==> src/rtl/cpm_pkg.sv <==
// package: constants for codec power management
// What this block does
// [RL1] strap high at reset starts every standard power-down block off
// [RL2] strap level affects only the standard power-down register reset value
// [RL3] a block runs only when its standard and extended bits are both zero
// [RL4] extended register resets all on; bits 15..10 oscillator, dacs, adcs, bias
// [RL5] extended bits 9..4 gate mixers, mono and phone, third and hp buffers
// [RL6] extended bits 3..0 gate speaker outputs and line, phone, mic gain
// [RL7] software mutes a gain stage before powering it down
// [RL8] link power-down bit set disables the link and means sleep
// [RL9] link power-down is standard register bit 12
// [RL10] in sleep clockless functions run on, battery measurement stops
// [RL11] a warm reset on the link wakes the device and restarts the link
// [RL12] an interrupt event wakes the device only when wake is enabled
// [RL13] wake enable is a bit of additional control, reset disabled
// [RL14] all power-down bits set means standby, string kept unless disabled
// [RL15] reference disable at bit 10 resets 0; 1 disconnects the string
// [RL16] bias field 6:5 resets 00; 11 lowest, 10 low, else default
// [RL17] disabled pins held at reference unless reference and mixers are off
// [RL18] first mic input released under mic, adc, select 00, record 000
// [RL19] second mic input released likewise with select field 10
// [RL20] beep input released when mixer power-down bit is set
// [RL21] beep input released when every mixer is off or beep-routed
// [RL22] bit clock made from own oscillator, or taken from outside
// [RL23] 13 slots, 256 bits a frame, 48 kHz frame rate
// [RL24] controller holds sync and data low through cold reset
// [RL25] controller drives sync at 48 kHz with a 1.3 us pulse
// [RL26] link writes reach the enable outputs one clock after the write
`default_nettype none
package cpm_pkg;
  localparam logic [6:0] ADDR_STD_PD = 7'h26;
  localparam logic [6:0] ADDR_EXT_PD = 7'h24;
  localparam logic [6:0] ADDR_AFC    = 7'h58;
  localparam logic [6:0] ADDR_BIAS   = 7'h5c;
  localparam logic [6:0] ADDR_BEEP   = 7'h0a;
  localparam logic [6:0] ADDR_MIC    = 7'h0e;
  localparam logic [6:0] ADDR_REC    = 7'h1a;
  localparam logic [15:0] STD_PD_RST   = 16'h0000;
  localparam logic [15:0] STD_PD_STRAP = 16'h7f00;
  localparam logic [15:0] STD_PD_MASK  = 16'h7f00;
  localparam logic [15:0] EXT_PD_RST   = 16'h0000;
  localparam logic [15:0] AFC_RST      = 16'h0000;
  localparam logic [15:0] AFC_MASK     = 16'h0403;
  localparam logic [15:0] BIAS_RST     = 16'h0000;
  localparam logic [15:0] BIAS_MASK    = 16'h0060;
  localparam logic [15:0] BEEP_RST     = 16'haaa0;
  localparam logic [15:0] MIC_RST      = 16'h6808;
  localparam logic [15:0] REC_RST      = 16'h3000;
  localparam int STD_HP_OFF   = 14;
  localparam int STD_CLK_OFF  = 13;
  localparam int STD_LINK_OFF = 12;
  localparam int STD_REF_MIX  = 11;
  localparam int STD_MIX_OFF  = 10;
  localparam int STD_DAC_OFF  = 9;
  localparam int STD_ADC_OFF  = 8;
  localparam int EXT_OSC_OFF  = 15;
  localparam int EXT_LHP_MIX  = 9;
  localparam int EXT_RHP_MIX  = 8;
  localparam int EXT_SPK_MIX  = 7;
  localparam int EXT_MONO_BUF = 6;
  localparam int EXT_MIC_PGA  = 0;
  localparam int AFC_WAKE_EN  = 1;
  localparam int AFC_REF_DIS  = 10;
  localparam int BIAS_LSB     = 5;
  localparam int BEEP_TO_HP   = 15;
  localparam int BEEP_TO_SPK  = 11;
  localparam int BEEP_TO_PH   = 7;
  localparam int MIC_SEL_LSB  = 5;
  localparam int REC_L_LSB    = 8;
  localparam int REC_R_LSB    = 0;
  localparam logic [1:0] MIC_SEL_FIRST  = 2'h0;
  localparam logic [1:0] MIC_SEL_SECOND = 2'h2;
  localparam logic [2:0] REC_SRC_MIC    = 3'h0;
  localparam int SLOT_COUNT = 13;
  localparam int FRAME_BITS = 256;
  localparam logic [7:0] LAST_BIT   = 8'hff;
  localparam logic [7:0] TAG_END    = 8'h02;
  localparam logic [7:0] SLOT0_END  = 8'h0f;
  localparam logic [7:0] SLOT1_END  = 8'h23;
  localparam logic [7:0] SLOT2_END  = 8'h37;
  localparam int SYS_CLK_KHZ  = 10000;
  localparam int WAKE_DLY_PS  = 162400;
  localparam int WAKE_CYC =
    (WAKE_DLY_PS / 1000 * SYS_CLK_KHZ + 999999) / 1000000 + 1;
  typedef enum logic [1:0] {ST_ACTIVE, ST_SLEEP, ST_WAKE} cpm_link_e;
  // standard bit that also gates each extended bit
  function automatic int std_of_ext(input int i);
    case (i)
      15:      std_of_ext = STD_CLK_OFF;
      14, 13:  std_of_ext = STD_DAC_OFF;
      5, 4:    std_of_ext = STD_HP_OFF;
      9, 8, 7, 6, 3: std_of_ext = STD_MIX_OFF;
      default: std_of_ext = STD_ADC_OFF;
    endcase
  endfunction
endpackage
`default_nettype wire

==> src/rtl/cpm_top.sv <==
// codec power management with its link register access
`default_nettype none
module cpm_top #(
  parameter int BITCLK_HALF_DIV = 4
) (
  input  wire logic       clk_sys_in,
  input  wire logic       rst_n_in,
  input  wire logic       powerup_strap_in,
  input  wire logic       bit_clk_in,
  output wire logic       bit_clk_out,
  output var  logic       bit_clk_oe_out,
  input  wire logic       ext_clk_sel_in,
  input  wire logic       sync_in,
  input  wire logic       sdata_out_in,
  output var  logic       sdata_in_out,
  input  wire logic       wake_event_in,
  output var  logic [15:0] block_en_out,
  output var  logic       sleep_out,
  output var  logic       standby_out,
  output var  logic       ref_string_on_out,
  output var  logic       unused_pins_held_out,
  output var  logic [1:0] bias_level_out,
  output var  logic       first_mic_input_ref_off_out,
  output var  logic       second_mic_input_ref_off_out,
  output var  logic       beep_input_ref_off_out,
  output var  logic       battery_measure_en_out
);

  ////////////////////////////////////////////////////////////////////////
  // reset release and pin synchronisers

  logic       rst_s1_ff;
  logic       rst_s2_ff;
  wire  logic rst_n = rst_s2_ff;
  logic [5:0] pin_s;
  wire  logic s_strap  = pin_s[0];
  wire  logic s_bclk   = pin_s[1];
  wire  logic s_extsel = pin_s[2];
  wire  logic s_sync   = pin_s[3];
  wire  logic s_sdo    = pin_s[4];
  wire  logic s_wake   = pin_s[5];

  always_ff @(posedge clk_sys_in or negedge rst_n_in)
  begin
    if (!rst_n_in)
    begin
      rst_s1_ff <= 1'b0;
      rst_s2_ff <= 1'b0;
    end
    else
    begin
      rst_s1_ff <= 1'b1;
      rst_s2_ff <= rst_s1_ff;
    end
  end

  cpm_sync #(
    .WIDTH (6)
  ) u_sync (
    .clk_sys_in (clk_sys_in),
    .d_in       ({wake_event_in, sdata_out_in, sync_in,
                  ext_clk_sel_in, bit_clk_in, powerup_strap_in}),
    .q_out      (pin_s)
  );

  ////////////////////////////////////////////////////////////////////////
  // state

  logic [15:0] std_pd_ff;
  logic [15:0] ext_pd_ff;
  logic [15:0] afc_ff;
  logic [15:0] bias_ff;
  logic [15:0] beep_ff;
  logic [15:0] mic_ff;
  logic [15:0] rec_ff;
  logic        init_ff;
  cpm_pkg::cpm_link_e st_ff;
  cpm_pkg::cpm_link_e nxt_st;
  logic [7:0]  wake_cnt_ff;
  logic        sync_lvl_ff;
  logic [7:0]  cnt_ff;
  logic        frame_ok_ff;
  logic        sync_prev_ff;
  logic [19:0] shift_ff;
  logic [2:0]  tag_ff;
  logic        rw_ff;
  logic [6:0]  addr_ff;
  logic        rsp_pend_ff;
  logic        rsp_live_ff;
  logic [6:0]  rsp_addr_ff;
  logic [15:0] rsp_data_ff;

  ////////////////////////////////////////////////////////////////////////
  // bit clock

  wire logic bclk_rise;
  wire logic bclk_fall;
  wire logic link_up = (st_ff == cpm_pkg::ST_ACTIVE) &
                       ~std_pd_ff[cpm_pkg::STD_LINK_OFF];
  // the oscillator needs both clock-off bits clear
  wire logic osc_on  = ~ext_pd_ff[cpm_pkg::EXT_OSC_OFF] &
                       ~std_pd_ff[cpm_pkg::STD_CLK_OFF];
  wire logic run_clk = link_up & osc_on;  // see [RL22]

  cpm_bitclk #(
    .HALF_DIV (BITCLK_HALF_DIV)
  ) u_bitclk (
    .clk_sys_in (clk_sys_in),
    .rst_n_in   (rst_n),
    .run_in     (run_clk),
    .ext_sel_in (s_extsel),
    .ext_clk_in (s_bclk),
    .clk_out    (bit_clk_out),
    .rise_out   (bclk_rise),
    .fall_out   (bclk_fall)
  );

  ////////////////////////////////////////////////////////////////////////
  // frame receive: bits are taken on the falling bit clock edge

  wire logic       rx_fall  = bclk_fall & link_up;
  wire logic       sync_up  = s_sync & ~sync_prev_ff;
  wire logic [7:0] cur_b    = sync_up ? 8'h00 : 8'(cnt_ff + 8'h01);
  wire logic [19:0] sh_nxt  = {shift_ff[18:0], s_sdo};
  wire logic       at_tag   = rx_fall & frame_ok_ff &
                              (cur_b == cpm_pkg::TAG_END);
  wire logic       at_cmd   = rx_fall & frame_ok_ff &
                              (cur_b == cpm_pkg::SLOT1_END);
  wire logic       at_dat   = rx_fall & frame_ok_ff &
                              (cur_b == cpm_pkg::SLOT2_END);
  wire logic       at_last  = rx_fall & (cur_b == cpm_pkg::LAST_BIT);
  wire logic       wr_go    = at_dat & (&tag_ff) & ~rw_ff;
  wire logic       rd_go    = at_dat & tag_ff[2] & tag_ff[1] & rw_ff;
  wire logic [15:0] wr_data = sh_nxt[19:4];
  wire logic       wr_std   = wr_go & (addr_ff == cpm_pkg::ADDR_STD_PD);

  // 13 slots in 256 bits per frame, counted from the sync rise
  always_ff @(posedge clk_sys_in or negedge rst_n)
  begin
    if (!rst_n)
    begin
      cnt_ff       <= 8'h00;
      frame_ok_ff  <= 1'b0;
      sync_prev_ff <= 1'b0;
      shift_ff     <= 20'h00000;
    end
    else if (!link_up)
    begin
      frame_ok_ff  <= 1'b0;
      sync_prev_ff <= 1'b0;
    end
    else if (rx_fall)
    begin
      sync_prev_ff <= s_sync;
      cnt_ff       <= cur_b;  // see [RL23]
      shift_ff     <= sh_nxt;
      if (sync_up)
      begin
        frame_ok_ff <= 1'b1;
      end
    end
  end

  always_ff @(posedge clk_sys_in or negedge rst_n)
  begin
    if (!rst_n)
    begin
      tag_ff  <= 3'h0;
      rw_ff   <= 1'b0;
      addr_ff <= 7'h00;
    end
    else
    begin
      if (at_tag)
      begin
        tag_ff <= sh_nxt[2:0];
      end
      if (at_cmd)
      begin
        rw_ff   <= sh_nxt[19];
        addr_ff <= sh_nxt[18:12];
      end
    end
  end

  ////////////////////////////////////////////////////////////////////////
  // registers

  function automatic logic [15:0] rd_data(input logic [6:0] a,
                                          input logic [15:0] sp,
                                          input logic [15:0] ep,
                                          input logic [15:0] af,
                                          input logic [15:0] bs,
                                          input logic [15:0] bp,
                                          input logic [15:0] mc,
                                          input logic [15:0] rc);
    case (a)
      cpm_pkg::ADDR_STD_PD: rd_data = {sp[15:4],
                                       ~sp[cpm_pkg::STD_MIX_OFF],
                                       ~sp[cpm_pkg::STD_REF_MIX],
                                       ~sp[cpm_pkg::STD_DAC_OFF],
                                       ~sp[cpm_pkg::STD_ADC_OFF]};
      cpm_pkg::ADDR_EXT_PD: rd_data = ep;
      cpm_pkg::ADDR_AFC:    rd_data = af;
      cpm_pkg::ADDR_BIAS:   rd_data = bs;
      cpm_pkg::ADDR_BEEP:   rd_data = bp;
      cpm_pkg::ADDR_MIC:    rd_data = mc;
      cpm_pkg::ADDR_REC:    rd_data = rc;
      default:              rd_data = 16'h0000;
    endcase
  endfunction

  wire logic wake_go;

  // strap taken once, on the first clock after reset release
  always_ff @(posedge clk_sys_in or negedge rst_n)
  begin
    if (!rst_n)
    begin
      init_ff   <= 1'b0;
      std_pd_ff <= cpm_pkg::STD_PD_RST;
    end
    else if (!init_ff)
    begin
      init_ff   <= 1'b1;
      std_pd_ff <= s_strap ? cpm_pkg::STD_PD_STRAP  // see [RL1]
                           : cpm_pkg::STD_PD_RST;   // see [RL2]
    end
    else if (wr_std)
    begin
      std_pd_ff <= wr_data & cpm_pkg::STD_PD_MASK;  // see [RL9]
    end
    else if (wake_go)
    begin
      std_pd_ff[cpm_pkg::STD_LINK_OFF] <= 1'b0;  // see [RL11]
    end
  end

  always_ff @(posedge clk_sys_in or negedge rst_n)
  begin
    if (!rst_n)
    begin
      ext_pd_ff <= cpm_pkg::EXT_PD_RST;  // see [RL4]
      afc_ff    <= cpm_pkg::AFC_RST;     // see [RL13] see [RL15]
      bias_ff   <= cpm_pkg::BIAS_RST;    // see [RL16]
      beep_ff   <= cpm_pkg::BEEP_RST;
      mic_ff    <= cpm_pkg::MIC_RST;
      rec_ff    <= cpm_pkg::REC_RST;
    end
    else if (wr_go)
    begin
      case (addr_ff)
        cpm_pkg::ADDR_EXT_PD: ext_pd_ff <= wr_data;  // see [RL5] see [RL6]
        cpm_pkg::ADDR_AFC:    afc_ff  <= wr_data & cpm_pkg::AFC_MASK;
        cpm_pkg::ADDR_BIAS:   bias_ff <= wr_data & cpm_pkg::BIAS_MASK;
        cpm_pkg::ADDR_BEEP:   beep_ff <= wr_data;
        cpm_pkg::ADDR_MIC:    mic_ff  <= wr_data;
        cpm_pkg::ADDR_REC:    rec_ff  <= wr_data;
        default:              ;
      endcase
    end
  end

  ////////////////////////////////////////////////////////////////////////
  // sleep and wake

  wire logic warm_rst = sync_lvl_ff & ~s_sync;
  wire logic irq_wake = s_wake & afc_ff[cpm_pkg::AFC_WAKE_EN];  // see [RL12]
  assign wake_go = (st_ff == cpm_pkg::ST_SLEEP) & (warm_rst | irq_wake);
  wire logic wake_done = wake_cnt_ff == 8'(cpm_pkg::WAKE_CYC - 1);

  always_comb
  begin
    nxt_st = st_ff;
    case (st_ff)
      cpm_pkg::ST_ACTIVE:
        if (std_pd_ff[cpm_pkg::STD_LINK_OFF] && init_ff)
        begin
          nxt_st = cpm_pkg::ST_SLEEP;  // see [RL8]
        end
      cpm_pkg::ST_SLEEP:
        if (wake_go)
        begin
          nxt_st = cpm_pkg::ST_WAKE;  // see [RL11]
        end
      cpm_pkg::ST_WAKE:
        if (wake_done)
        begin
          nxt_st = cpm_pkg::ST_ACTIVE;
        end
      default: nxt_st = cpm_pkg::ST_ACTIVE;
    endcase
  end

  // bit clock held off for the startup delay after a wake
  always_ff @(posedge clk_sys_in or negedge rst_n)
  begin
    if (!rst_n)
    begin
      st_ff       <= cpm_pkg::ST_ACTIVE;
      wake_cnt_ff <= 8'h00;
      sync_lvl_ff <= 1'b0;
    end
    else
    begin
      st_ff       <= nxt_st;
      sync_lvl_ff <= s_sync;
      wake_cnt_ff <= (st_ff == cpm_pkg::ST_WAKE) ?
                     8'(wake_cnt_ff + 8'h01) : 8'h00;
    end
  end

  ////////////////////////////////////////////////////////////////////////
  // read answer, sent in the frame after the request

  always_ff @(posedge clk_sys_in or negedge rst_n)
  begin
    if (!rst_n)
    begin
      rsp_pend_ff <= 1'b0;
      rsp_live_ff <= 1'b0;
      rsp_addr_ff <= 7'h00;
      rsp_data_ff <= 16'h0000;
    end
    else if (!link_up)
    begin
      rsp_pend_ff <= 1'b0;
      rsp_live_ff <= 1'b0;
    end
    else if (rd_go)
    begin
      rsp_pend_ff <= 1'b1;
      rsp_addr_ff <= addr_ff;
      rsp_data_ff <= rd_data(addr_ff, std_pd_ff, ext_pd_ff, afc_ff,
                             bias_ff, beep_ff, mic_ff, rec_ff);
    end
    else if (at_last)
    begin
      rsp_live_ff <= rsp_pend_ff;
      rsp_pend_ff <= 1'b0;
    end
  end

  function automatic logic tx_bit(input logic [7:0] b,
                                  input logic live,
                                  input logic [6:0] a,
                                  input logic [15:0] d);
    logic [19:0] w;
    logic [7:0]  i;
    w = 20'h00000;
    i = 8'h00;
    if (b <= cpm_pkg::SLOT0_END)
    begin
      w = {4'h0, 1'b1, live, live, 13'h0000};
      i = 8'(cpm_pkg::SLOT0_END - b);
    end
    else if (b <= cpm_pkg::SLOT1_END)
    begin
      w = live ? {1'b0, a, 12'h000} : 20'h00000;
      i = 8'(cpm_pkg::SLOT1_END - b);
    end
    else if (b <= cpm_pkg::SLOT2_END)
    begin
      w = live ? {d, 4'h0} : 20'h00000;
      i = 8'(cpm_pkg::SLOT2_END - b);
    end
    tx_bit = w[i[4:0]];
  endfunction

  // driven on the rising edge ahead of the bit the controller takes
  wire logic [7:0] tx_b  = 8'(cnt_ff + 8'h01);
  wire logic       tx_nx = tx_bit(tx_b, rsp_live_ff, rsp_addr_ff,
                                  rsp_data_ff);

  ////////////////////////////////////////////////////////////////////////
  // derived power conditions

  logic [15:0] en_w;
  genvar g;
  generate
    for (g = 0; g < 16; g++)
    begin : g_en
      assign en_w[g] = ~ext_pd_ff[g] &
                       ~std_pd_ff[cpm_pkg::std_of_ext(g)];  // see [RL3]
    end
  endgenerate

  wire logic all_off = (&ext_pd_ff) &
                       (&(std_pd_ff | ~cpm_pkg::STD_PD_MASK));
  wire logic [1:0] ms = mic_ff[cpm_pkg::MIC_SEL_LSB +: 2];
  wire logic rec_mic = (rec_ff[cpm_pkg::REC_L_LSB +: 3] ==
                        cpm_pkg::REC_SRC_MIC) |
                       (rec_ff[cpm_pkg::REC_R_LSB +: 3] ==
                        cpm_pkg::REC_SRC_MIC);
  wire logic mic_base = ext_pd_ff[cpm_pkg::EXT_MIC_PGA] &
                        std_pd_ff[cpm_pkg::STD_ADC_OFF] & rec_mic;
  wire logic b2h = beep_ff[cpm_pkg::BEEP_TO_HP];
  wire logic beep_off =
    std_pd_ff[cpm_pkg::STD_MIX_OFF] |  // see [RL20]
    ((ext_pd_ff[cpm_pkg::EXT_LHP_MIX] | b2h) &
     (ext_pd_ff[cpm_pkg::EXT_RHP_MIX] | b2h) &
     (ext_pd_ff[cpm_pkg::EXT_SPK_MIX] | beep_ff[cpm_pkg::BEEP_TO_SPK]) &
     (ext_pd_ff[cpm_pkg::EXT_MONO_BUF] | beep_ff[cpm_pkg::BEEP_TO_PH]));
  wire logic sleeping = (st_ff != cpm_pkg::ST_ACTIVE) |
                        std_pd_ff[cpm_pkg::STD_LINK_OFF];

  ////////////////////////////////////////////////////////////////////////
  // registered outputs

  always_ff @(posedge clk_sys_in or negedge rst_n)
  begin
    if (!rst_n)
    begin
      block_en_out                 <= 16'h0000;
      sleep_out                    <= 1'b0;
      standby_out                  <= 1'b0;
      ref_string_on_out            <= 1'b0;
      unused_pins_held_out         <= 1'b0;
      bias_level_out               <= 2'h0;
      first_mic_input_ref_off_out  <= 1'b0;
      second_mic_input_ref_off_out <= 1'b0;
      beep_input_ref_off_out       <= 1'b0;
      battery_measure_en_out       <= 1'b0;
      bit_clk_oe_out               <= 1'b0;
      sdata_in_out                 <= 1'b0;
    end
    else
    begin
      block_en_out      <= init_ff ? en_w : 16'h0000;  // see [RL26]
      sleep_out         <= sleeping;  // see [RL8]
      standby_out       <= all_off;  // see [RL14]
      ref_string_on_out <= ~afc_ff[cpm_pkg::AFC_REF_DIS];  // see [RL15]
      unused_pins_held_out <=
        ~std_pd_ff[cpm_pkg::STD_REF_MIX];  // see [RL17]
      bias_level_out <= bias_ff[cpm_pkg::BIAS_LSB +: 2];  // see [RL16]
      first_mic_input_ref_off_out <=
        mic_base & (ms == cpm_pkg::MIC_SEL_FIRST);  // see [RL18]
      second_mic_input_ref_off_out <=
        mic_base & (ms == cpm_pkg::MIC_SEL_SECOND);  // see [RL19]
      beep_input_ref_off_out <= beep_off;  // see [RL21]
      battery_measure_en_out <= ~sleeping;  // see [RL10]
      bit_clk_oe_out <= run_clk & ~s_extsel;  // see [RL22]
      if (!link_up)
      begin
        sdata_in_out <= 1'b0;
      end
      else if (bclk_rise)
      begin
        sdata_in_out <= frame_ok_ff & tx_nx;
      end
    end
  end

endmodule
`default_nettype wire

==> src/rtl/cpm_sync.sv <==
// two flip-flop synchroniser for pin levels
`default_nettype none
module cpm_sync #(
  parameter int WIDTH = 1
) (
  input  wire logic             clk_sys_in,
  input  wire logic [WIDTH-1:0] d_in,
  output var  logic [WIDTH-1:0] q_out
);
  logic [WIDTH-1:0] s1_ff;

  initial
  begin
    if (WIDTH < 1)
    begin
      $error("cpm_sync: width must be at least one");
    end
  end

  // no reset so a strap level is already settled at reset release
  always_ff @(posedge clk_sys_in)
  begin
    s1_ff <= d_in;
    q_out <= s1_ff;
  end
endmodule
`default_nettype wire

==> src/rtl/cpm_bitclk.sv <==
// bit clock divider and edge finder for the link
`default_nettype none
module cpm_bitclk #(
  parameter int HALF_DIV = 4
) (
  input  wire logic clk_sys_in,
  input  wire logic rst_n_in,
  input  wire logic run_in,
  input  wire logic ext_sel_in,
  input  wire logic ext_clk_in,
  output var  logic clk_out,
  output wire logic rise_out,
  output wire logic fall_out
);
  logic [7:0] div_ff;
  logic       lvl_ff;
  wire  logic lvl = ext_sel_in ? ext_clk_in : clk_out;

  initial
  begin
    if (HALF_DIV < 2 || HALF_DIV > 255)
    begin
      $error("cpm_bitclk: half divider out of range");
    end
  end

  assign rise_out = lvl & ~lvl_ff;
  assign fall_out = ~lvl & lvl_ff;

  // internal clock parks low while stopped
  always_ff @(posedge clk_sys_in or negedge rst_n_in)
  begin
    if (!rst_n_in)
    begin
      div_ff  <= 8'h00;
      clk_out <= 1'b0;
      lvl_ff  <= 1'b0;
    end
    else
    begin
      lvl_ff <= lvl;
      if (!run_in || ext_sel_in)
      begin
        div_ff  <= 8'h00;
        clk_out <= 1'b0;
      end
      else if (div_ff == 8'(HALF_DIV - 1))
      begin
        div_ff  <= 8'h00;
        clk_out <= ~clk_out;
      end
      else
      begin
        div_ff <= 8'(div_ff + 8'h01);
      end
    end
  end
endmodule
`default_nettype wire

==> config.mk <==
export PLATFORM = sky130hd
export DESIGN_NAME = cpm_top
export DESIGN_NICKNAME = d
export VERILOG_FILES = /design/src/rtl/cpm_pkg.sv /design/src/rtl/cpm_top.sv /design/src/rtl/cpm_sync.sv /design/src/rtl/cpm_bitclk.sv
export SDC_FILE = /design/constraint.sdc
export NUM_CORES = 1
export LEC_CHECK = 0
export BUFFER_PORTS_ARGS = -buffer_cell sky130_fd_sc_hd__buf_4
export CORE_ASPECT_RATIO = 1.2
export CORE_MARGIN = 2
export CORE_UTILIZATION = 62
export CTS_CLUSTER_SIZE = 12
export DETAILED_ROUTE_END_ITERATION = 8
export GPL_TIMING_DRIVEN = 0
export HOLD_SLACK_MARGIN = 0.05
export PLACE_DENSITY = 0.8
export SLEW_MARGIN = 10
export SYNTH_ARGS = -nofsm -noshare
export SYNTH_HDL_FRONTEND = slang
export SYNTH_SLANG_ARGS = --single-unit
export TNS_END_PERCENT = 5
==> constraint.sdc <==
create_clock -name clk_sys_in -period 7.82 [get_ports clk_sys_in]
set_clock_uncertainty 0.2 [all_clocks]
set_input_delay 1.955 -clock clk_sys_in [delete_from_list [all_inputs] [get_ports clk_sys_in]]
set_output_delay 1.955 -clock clk_sys_in [all_outputs]
set_load 0.02 [all_outputs]
==> flow_metrics.py, run 1 <==
metrics = {
    "run_status": {
        "status": "completed",
    },
    "pwr": {
        "powerDensity_nw_per_um2": 228,
        "total_leakage_power_nw": 5.01,
        "ir_worst_vdd_mv": 0.181,
    },
    "place": {
        "routabilityCongestion": 0.885,
        "dp_cells": 1039,
        "numPortBuffers": 36,
        "dp.final_hpwl_um": 15700,
    },
    "floorplanning": {
        "io_pins": 37,
        "rows": 48,
        "core_um2": 14500,
        "die_w_um": 115,
        "initial_utilization_pct": 63.6,
        "die_h_um": 137,
        "dieArea_um2": 15800,
    },
    "global_route": {
        "grt_pass1_wl_um": 36300,
        "grt_use_total_pct": 29.7,
        "antenna_found_initial": 1,
        "grt_max_degree": 66,
        "grt_pass1_vias": 6745,
        "grt.overflow.total": 0,
    },
    "setup_path": {
        "slowest_delay_ns": 0.50,
        "path_cells": "ha_1 -> buf_2 -> xnor2_1 -> inv_1 -> ha_1 -> a21bo_1 -> a2111o_1 -> and3_1 -> buf_6 -> o211ai_4 -> mux2i_1 -> mux2_2 -> o31a_1 -> a311oi_2",
        "reg2regPathDepth": 14,
        "critPathRequiredTime_ns": 8.01,
        "endpoint_kind": "flip-flop",
        "critPathKind": "flip-flop to flip-flop",
        "cp_common_cell": "ha_1",
        "r2r-end": "sdata_in_out$_DFFE_PN0P_",
        "reg2reg_from": "cnt_ff[1]$_DFFE_PN0P_",
        "cp-start-kind": "flip-flop",
        "cp.arrival_ns": 4.48,
        "rrSetupSlack_ns": 3.53,
        "worstPathMaxFanout": 10,
        "cp_slowest_cell": "xnor2_1",
    },
    "synthesis": {
        "ys.warnings.count": 0,
        "async_flop_share_pct": 94.1,
        "synth.avg_cell_area_um2": 11.5,
        "ys_seq_area_share_pct": 55.2,
        "ys_types": 76,
        "synth_cells": 799,
        "syn_area_um2": 9210,
        "synth_top_flop_cell": "dfrtp_1",
        "yosys_register_bits": 205,
        "synth_edf_count": 0,
    },
    "cells_and_area": {
        "seqCellArea_um2": 5090,
        "final_layout_size_suffix_gt1_share_pct": 22.3,
        "multiInputGateArea_um2": 3870,
        "fin_cells": 1075,
        "final_util_pct": 71.9,
        "nFillCells": 968,
        "fin_nets": 877,
        "area_growth_pct": 13.1,
        "n_antenna_cell": 0,
    },
    "clocking": {
        "postCtsHoldBufs": 0,
        "cts_sinks": 205,
        "htree_levels": 1,
        "clock_latency_ns": 0.49,
        "cts_root_buffer": "clkbuf_16",
        "cts_setup_buffers": 0,
        "cts_buffers": 21,
        "clkTransAtPathRegs_ns": 0.06,
        "cts_buffer_depth": 3,
        "cts_resized": 0,
        "cts_tree": "yes",
    },
    "routing": {
        "drtIter0Drc": 652,
        "wl_per_cell_um": 20.8,
        "ant_nets": 0,
        "num_vias": 6528,
        "via_per_inst": 6.07,
        "first_pass_iters": 6,
        "finalWirelength_um": 22400,
        "drc_errors": 0,
    },
    "sta": {
        "slew_violations": 0,
        "setup_viol_count_final": 0,
        "fmax_ghz": 0.233,
        "period_needed_ns": 4.29,
        "relSlewSlack_pct": 28.9,
        "min_period_over_period_pct": 54.9,
        "rsz0062_at_grt": "false",
        "hold_viol": 0,
        "tightest_slew_ns": 1.06,
        "tns_ns": 0,
    },
    "hold_path": {
        "hp-class": "flip-flop to async pin",
    },
    "job": {
        "cap_violations": 0,
    },
}
-- worst max-delay path by stage --
| stage | start | endpoint | slack, ns | cells after the start |
|---|---|---|---|---|
| 6_report | cnt_ff[1]$_DFFE_PN0P_ | sdata_in_out$_DFFE_PN0P_ | 3.53 | 14 |
| 5_1_grt | cnt_ff[1]$_DFFE_PN0P_ | sdata_in_out$_DFFE_PN0P_ | 3.30 | 14 |
| 4_1_cts | cnt_ff[1]$_DFFE_PN0P_ | sdata_in_out$_DFFE_PN0P_ | 3.54 | 14 |
| 3_5_place_dp | cnt_ff[1]$_DFFE_PN0P_ | sdata_in_out$_DFFE_PN0P_ | 3.57 | 14 |
| 3_3_place_gp | rst_n$_DFF_PN0_ | bias_level_out[1]$_DFF_PN0_ | 0.17 | 0 |
| 2_1_floorplan | rst_n$_DFF_PN0_ | addr_ff[0]$_DFFE_PN0P_ | 1.86 | 0 |
-- through the flow --
| stage | instance area [µm²] | setup slack, ns | hold WS [ns] | power (mW) |
|---|---|---|---|---|
| after floorplan | 9210 | 1.86 | 0.110 | 1.37 |
| after global placement | 9730 | 0.169 | 0.112 | 1.48 |
| after detailed placement | 9820 | 3.57 | 0.0514 | 1.49 |
| after CTS | 10400 | 3.54 | 0.0553 | 2.38 |
| after global routing | 10400 | 3.30 | 0.0813 | 2.46 |
| final | 10400 | 3.53 | 0.0423 | 2.37 |
-- routing by layer --
metal  part of all wire (%)  vias up  GRT usage, %
li1                       -     2966             -
met1                     41     3259          39.6
met2                     50      234          49.5
met3                    5.7       67          4.49
met4                    3.5        2          11.1
met5                  0.054        -             0
-- critical path, delay by kind of cell (launching register included) --
kind                       cells  cell delay [ns]
xor gates and xnor gates       1             0.50
muxes                          2             0.42
adders and majority gates      2             0.50
DFF                            1             0.49
and+or+nand+nor                1             0.19
AOI/OAI and AO/OA              5             1.45
buffers and inverters          3             0.46
-- registers in the layout, summed over array words and instances (netlist names), 8 cells and up --
name and count:
shift_ff 19, beep_ff 16, block_en_out 16, ext_pd_ff 16
mic_ff 16, rec_ff 16, rsp_data_ff 16, cnt_ff 8
u_bitclk.div_ff 8, wake_cnt_ff 8
-- logic make-up (layout without fill, tap and decap cells) --
group	Yosys count	in the layout	share of synthesized area (%)
compound gates	131	131	9.99
mux	110	110	14.9
other cells	1	2	0.0407
buf+inv	50	125	2.77
flops	205	205	55.2
fa+ha+maj	7	7	0.951
simple gates	274	274	14.1
xor+xnor	21	21	2.00
-- power breakdown --
group	leakage (nW)	total [mW]	internal, mW	switching, mW
clock	0.285	0.893	0.509	0.384
sequential	2.68	1.18	1.11	0.0633
combinational	2.04	0.301	0.109	0.192
total	5.01	2.37	1.73	0.639
-- area by class of cell --
type | instances | area share (%)
buffer | 35 | 1.91
multi-input combinational | 545 | 37.2
tap | 200 | 2.40
clock inverter | 1 | 0.0481
inverter | 15 | 0.541
sequential | 205 | 48.9
timing repair buffer | 39 | 3.39
clock buffer | 35 | 5.65
-- Yosys cell counts, types with 7 or more instances --
library cell,instances,area (µm²)
dfrtp_1,181,4530
a221oi_1,16,140
o21ai_0,43,215
a21oi_1,15,75.1
nor2_1,59,221
nand4_1,12,75.1
nand2_1,121,454
buf_6,7,78.8
clkbuf_1,19,71.3
and3_1,11,68.8
inv_1,15,56.3
xnor2_1,10,87.6
a22oi_1,7,52.6
dfstp_2,12,315
mux2_4,40,601
nand2b_1,7,43.8
dfxtp_1,12,240
ha_1,7,87.6
mux2i_1,16,160
mux2_2,50,563
nor3_1,10,50.1
xor2_1,11,96.3
nand3_1,21,105
-- cell usage in the layout (no fill, tap or decap), types with 10 or more instances in the layout --
master	count
a21oi_1	15
a221oi_1	16
and3_1	11
buf_4	39
clkbuf_1	32
clkbuf_16	21
dfrtp_1	180
dfstp_2	12
dfxtp_1	12
inv_1	15
mux2_2	50
mux2_4	40
mux2i_1	16
nand2_1	121
nand3_1	21
nand4_1	12
nor2_1	59
nor3_1	10
o21ai_0	43
xnor2_1	10
xor2_1	11
(Power assumes the default switching activity.)
==> run 2, diff against run 1 <==
--- a/config.mk
+++ b/config.mk
@@ -5,15 +5,16 @@
 export SDC_FILE = /design/constraint.sdc
 export NUM_CORES = 1
 export LEC_CHECK = 0
+export ABC_AREA = 1
 export BUFFER_PORTS_ARGS = -buffer_cell sky130_fd_sc_hd__buf_4
 export CORE_ASPECT_RATIO = 1.2
 export CORE_MARGIN = 2
-export CORE_UTILIZATION = 62
+export CORE_UTILIZATION = 55
 export CTS_CLUSTER_SIZE = 12
 export DETAILED_ROUTE_END_ITERATION = 8
 export GPL_TIMING_DRIVEN = 0
 export HOLD_SLACK_MARGIN = 0.05
-export PLACE_DENSITY = 0.8
+export PLACE_DENSITY = 0.75
 export SLEW_MARGIN = 10
 export SYNTH_ARGS = -nofsm -noshare
 export SYNTH_HDL_FRONTEND = slang
==> constraint.sdc (replaced) <==
create_clock -name clk_sys_in -period 3.55 [get_ports clk_sys_in]
set_clock_uncertainty 0.2 [all_clocks]
set_input_delay 0.8875 -clock clk_sys_in [delete_from_list [all_inputs] [get_ports clk_sys_in]]
set_output_delay 0.8875 -clock clk_sys_in [all_outputs]
set_load 0.02 [all_outputs]
==> run 2 against run 1 <==
Clock power rose by 140%; register-to-register slack got worse by 3.1 ns; wire length rose by 1.5%; worst setup slack got worse by 3.1 ns; critical endpoint unchanged; non-clock buffer count shrank 1; synthesized cell count grew 26%; die area up 8.8%; sequential power up 120%.
==> flow_metrics.py, run 2 <==
metrics = {
    "run_status": {
        "status": "completed",
    },
    "routing": {
        "num_vias": 7288,
        "finalWirelength_um": 22700,
        "drc_errors": 0,
        "ant_nets": 0,
        "drtIter0Drc": 620,
        "via_per_inst": 5.62,
        "first_pass_iters": 5,
        "wl_per_cell_um": 17.5,
    },
    "synthesis": {
        "synth_edf_count": 0,
        "ys_top_cells_by_count": "nand2_1, dfrtp_1, inv_1, o21ai_0, o21ai_1",
        "netlist_top_cells_area": "dfrtp_1, nand2_1, o21ai_0, inv_1, o21ai_1",
        "synth_xor_area_share_pct": 0.295,
        "yosysTopAreaCellShare_pct": 50.9,
        "synth_top_flop_cell": "dfrtp_1",
        "synth_cells": 1009,
        "synth_top_family_by_area": "simple AND/OR/NAND/NOR gates",
        "synth.avg_cell_area_um2": 8.83,
        "synthMuxAreaShare_pct": 0.126,
        "yosysTopAreaCell": "dfrtp_1",
        "synth_compound_area_share_pct": 13.2,
        "ys_types": 47,
        "syn_area_um2": 8910,
        "async_flop_share_pct": 94.1,
        "synthSimpleGateAreaFrac_pct": 21.4,
        "yosys.area_share.adder_pct": 0.983,
        "ys.warnings.count": 0,
        "yosysMostFrequentCell": "nand2_1",
        "yosys_register_bits": 205,
        "ys_seq_area_share_pct": 57.1,
    },
    "setup_path": {
        "path_delay_family": "simple AND/OR/NAND/NOR gates",
        "cp.arrival_ns": 3.32,
        "cp-start-kind": "flip-flop",
        "cp_slowest_cell": "dfrtp_1",
        "endpoint": "sdata_in_out$_DFFE_PN0P_",
        "path_cells": "ha_1 -> xor2_1 -> inv_1 -> ha_1 -> nand2_1 -> nand2_1 -> nand2_2 -> inv_2 -> nand2_1 -> nand2_1 -> nand2_1 -> nand2_1 -> nand2_1 -> nand2_1 -> nand2_1 -> nand2_1 -> nand2_1 -> nand2_1 -> nand2_1",
        "r2r-end": "sdata_in_out$_DFFE_PN0P_",
        "worstPathMaxFanout": 8,
        "critPathKind": "flip-flop to flip-flop",
        "endpoint_kind": "flip-flop",
        "critPathRequiredTime_ns": 3.79,
        "reg2reg_from": "cnt_ff[0]$_DFFE_PN0P_",
        "cp.buffers_inverters": 2,
        "cp_common_cell": "nand2_1",
        "cp.depth": 19,
        "slowest_delay_ns": 0.57,
        "reg2regPathDepth": 19,
        "cp-startpoint": "cnt_ff[0]$_DFFE_PN0P_",
        "rrSetupSlack_ns": 0.47,
    },
    "floorplanning": {
        "die_h_um": 143,
        "io_pins": 37,
        "die_w_um": 120,
        "core_um2": 15700,
        "initial_utilization_pct": 56.7,
        "dieArea_um2": 17200,
        "rows": 50,
    },
    "sta": {
        "slew_violations": 0,
        "final_critical_path_setup_slack_ns": 0.471,
        "rsz0062_at_grt": "false",
        "setup_viol_count_final": 0,
        "hold_viol": 0,
        "min_period_over_period_pct": 86.7,
        "fmax_ghz": 0.325,
        "relSlewSlack_pct": 29.0,
        "tightest_slew_ns": 1.06,
        "period_needed_ns": 3.08,
    },
    "cells_and_area": {
        "n_antenna_cell": 0,
        "final_util_pct": 65.1,
        "stdcell_area_um2": 10200,
        "fin_nets": 1089,
        "final_cell_mix": "nand2_1, dfrtp_1, inv_1",
        "final_layout_size_suffix_gt1_share_pct": 12.8,
        "final_common_cell": "nand2_1",
        "largest_register": "shift_ff",
        "largest_reg_flops": 19,
        "area_growth_pct": 14.8,
    },
    "global_route": {
        "grt_max_degree": 68,
        "grt.overflow.total": 0,
        "grt_pass1_wl_um": 36600,
        "antenna_found_initial": 0,
        "grt_pass1_vias": 7091,
        "grt_use_total_pct": 27.4,
    },
    "place": {
        "pre_cts_ws_ns": 0.510,
        "routabilityCongestion": 0.964,
        "dp.final_hpwl_um": 16300,
        "place_area_um2": 9530,
        "numPortBuffers": 36,
    },
    "job": {
        "cap_violations": 0,
    },
    "clocking": {
        "clkTransAtPathRegs_ns": 0.06,
        "cts_buffer_depth": 3,
        "cts_setup_buffers": 0,
        "cts_resized": 0,
        "cts_tree": "yes",
        "clock_latency_ns": 0.51,
        "cts_buffers": 22,
        "htree_levels": 1,
        "cts_sinks": 205,
        "cts_root_buffer": "clkbuf_16",
        "postCtsHoldBufs": 1,
    },
    "pwr": {
        "power_frac_comb_pct": 13.4,
        "ir_worst_vdd_mv": 0.423,
        "sw_frac_of_total_pct": 27.5,
        "p_total_mw": 5.47,
        "total_leakage_power_nw": 4.54,
        "pwr-share-clk_pct": 39.7,
        "internal_power_mw": 3.96,
        "p_seq_share_pct": 46.9,
        "switchingPower_mw": 1.50,
        "powerDensity_nw_per_um2": 535,
    },
    "hold_path": {
        "hp-class": "flip-flop to async pin",
    },
}
run 2: changes by cell type after synthesis, sizes merged, moves of 10 or more:
| cell | previous run | this run |
|---|---|---|
| inv | 15 | 111 |
| mux2 | 94 | 1 |
| mux2i | 16 | 0 |
| nand2 | 125 | 281 |
| nand3 | 22 | 46 |
| o21ai | 43 | 153 |
| xor2 | 11 | 1 |
run 2: how the worst min path moves through the flow:
stage | cells past startpoint | start | end | slack [ns]
after CTS | 0 | u_sync.s1_ff[2]$_DFF_P_ | u_sync.q_out[2]$_DFF_P_ | 0.13
after detailed placement | 0 | u_sync.s1_ff[5]$_DFF_P_ | u_sync.q_out[5]$_DFF_P_ | 0.11
after global routing | 0 | u_sync.s1_ff[4]$_DFF_P_ | u_sync.q_out[4]$_DFF_P_ | 0.14
after global placement | 0 | u_sync.s1_ff[1]$_DFF_P_ | u_sync.q_out[1]$_DFF_P_ | 0.11
after floorplan | 0 | u_sync.s1_ff[0]$_DFF_P_ | u_sync.q_out[0]$_DFF_P_ | 0.11
final | 0 | rst_n$_DFF_PN0_ | block_en_out[2]$_DFF_PN0_ | 0.12
run 2: metal layers:
metal  wire length [µm]  vias to the layer above  GRT usage, %
li1                   -                     3448             -
met1               9240                     3506          34.7
met2              11100                      268          46.0
met3               1350                       66          4.01
met4               1000                        0          13.7
met5                  0                        -             0
run 2: through the flow:
stage / std cells / TNS [ns] / hold slack, ns
after floorplan: 1010 / 0 / 0.110
after global placement: 1254 / -165.65 / 0.109
after detailed placement: 1257 / 0 / 0.115
after CTS: 1297 / 0 / 0.134
after global routing: 1297 / 0 / 0.137
final: 1297 / 0 / 0.122
run 2: kinds of logic (layout without fill, tap and decap cells):
group / Yosys count / count (layout)
compound gates: 210 / 210
xor+xnor: 3 / 3
fa+ha+maj: 7 / 7
buf+inv: 146 / 225
flops: 205 / 205
mux: 1 / 1
other cells: 1 / 2
simple gates: 436 / 436
run 2: power by group through the flow:
stage	Clock, mW	Sequential, mW	Combinational (mW)
3_5_place_dp	0	2.60	0.731
2_1_floorplan	0	2.64	0.438
6_report	2.17	2.56	0.733
5_1_grt	2.30	2.57	0.821
4_1_cts	2.20	2.56	0.739
3_3_place_gp	0	2.63	0.679
run 2: cell type report:
| type | count | area (µm²) |
|---|---|---|
| fillers | 1299 | 5480 |
| plain buffers | 33 | 179 |
| flip-flops and latches | 205 | 5090 |
| repair buffers | 40 | 363 |
| well taps | 208 | 260 |
| inverters | 113 | 429 |
| clock inverters | 3 | 18.8 |
| multi-input cells | 659 | 3220 |
| clock buffers | 36 | 664 |
run 2: worst register-to-register path, stage by stage (launching register included):
cell and delay [ns]:
dfrtp_1 0.57, ha_1 0.29, xor2_1 0.38, inv_1 0.18, ha_1 0.27, nand2_1 0.08, nand2_1 0.14, nand2_2 0.19
inv_2 0.10, nand2_1 0.07, nand2_1 0.08, nand2_1 0.07, nand2_1 0.06, nand2_1 0.07, nand2_1 0.04, nand2_1 0.06
nand2_1 0.04, nand2_1 0.05, nand2_1 0.04, nand2_1 0.05
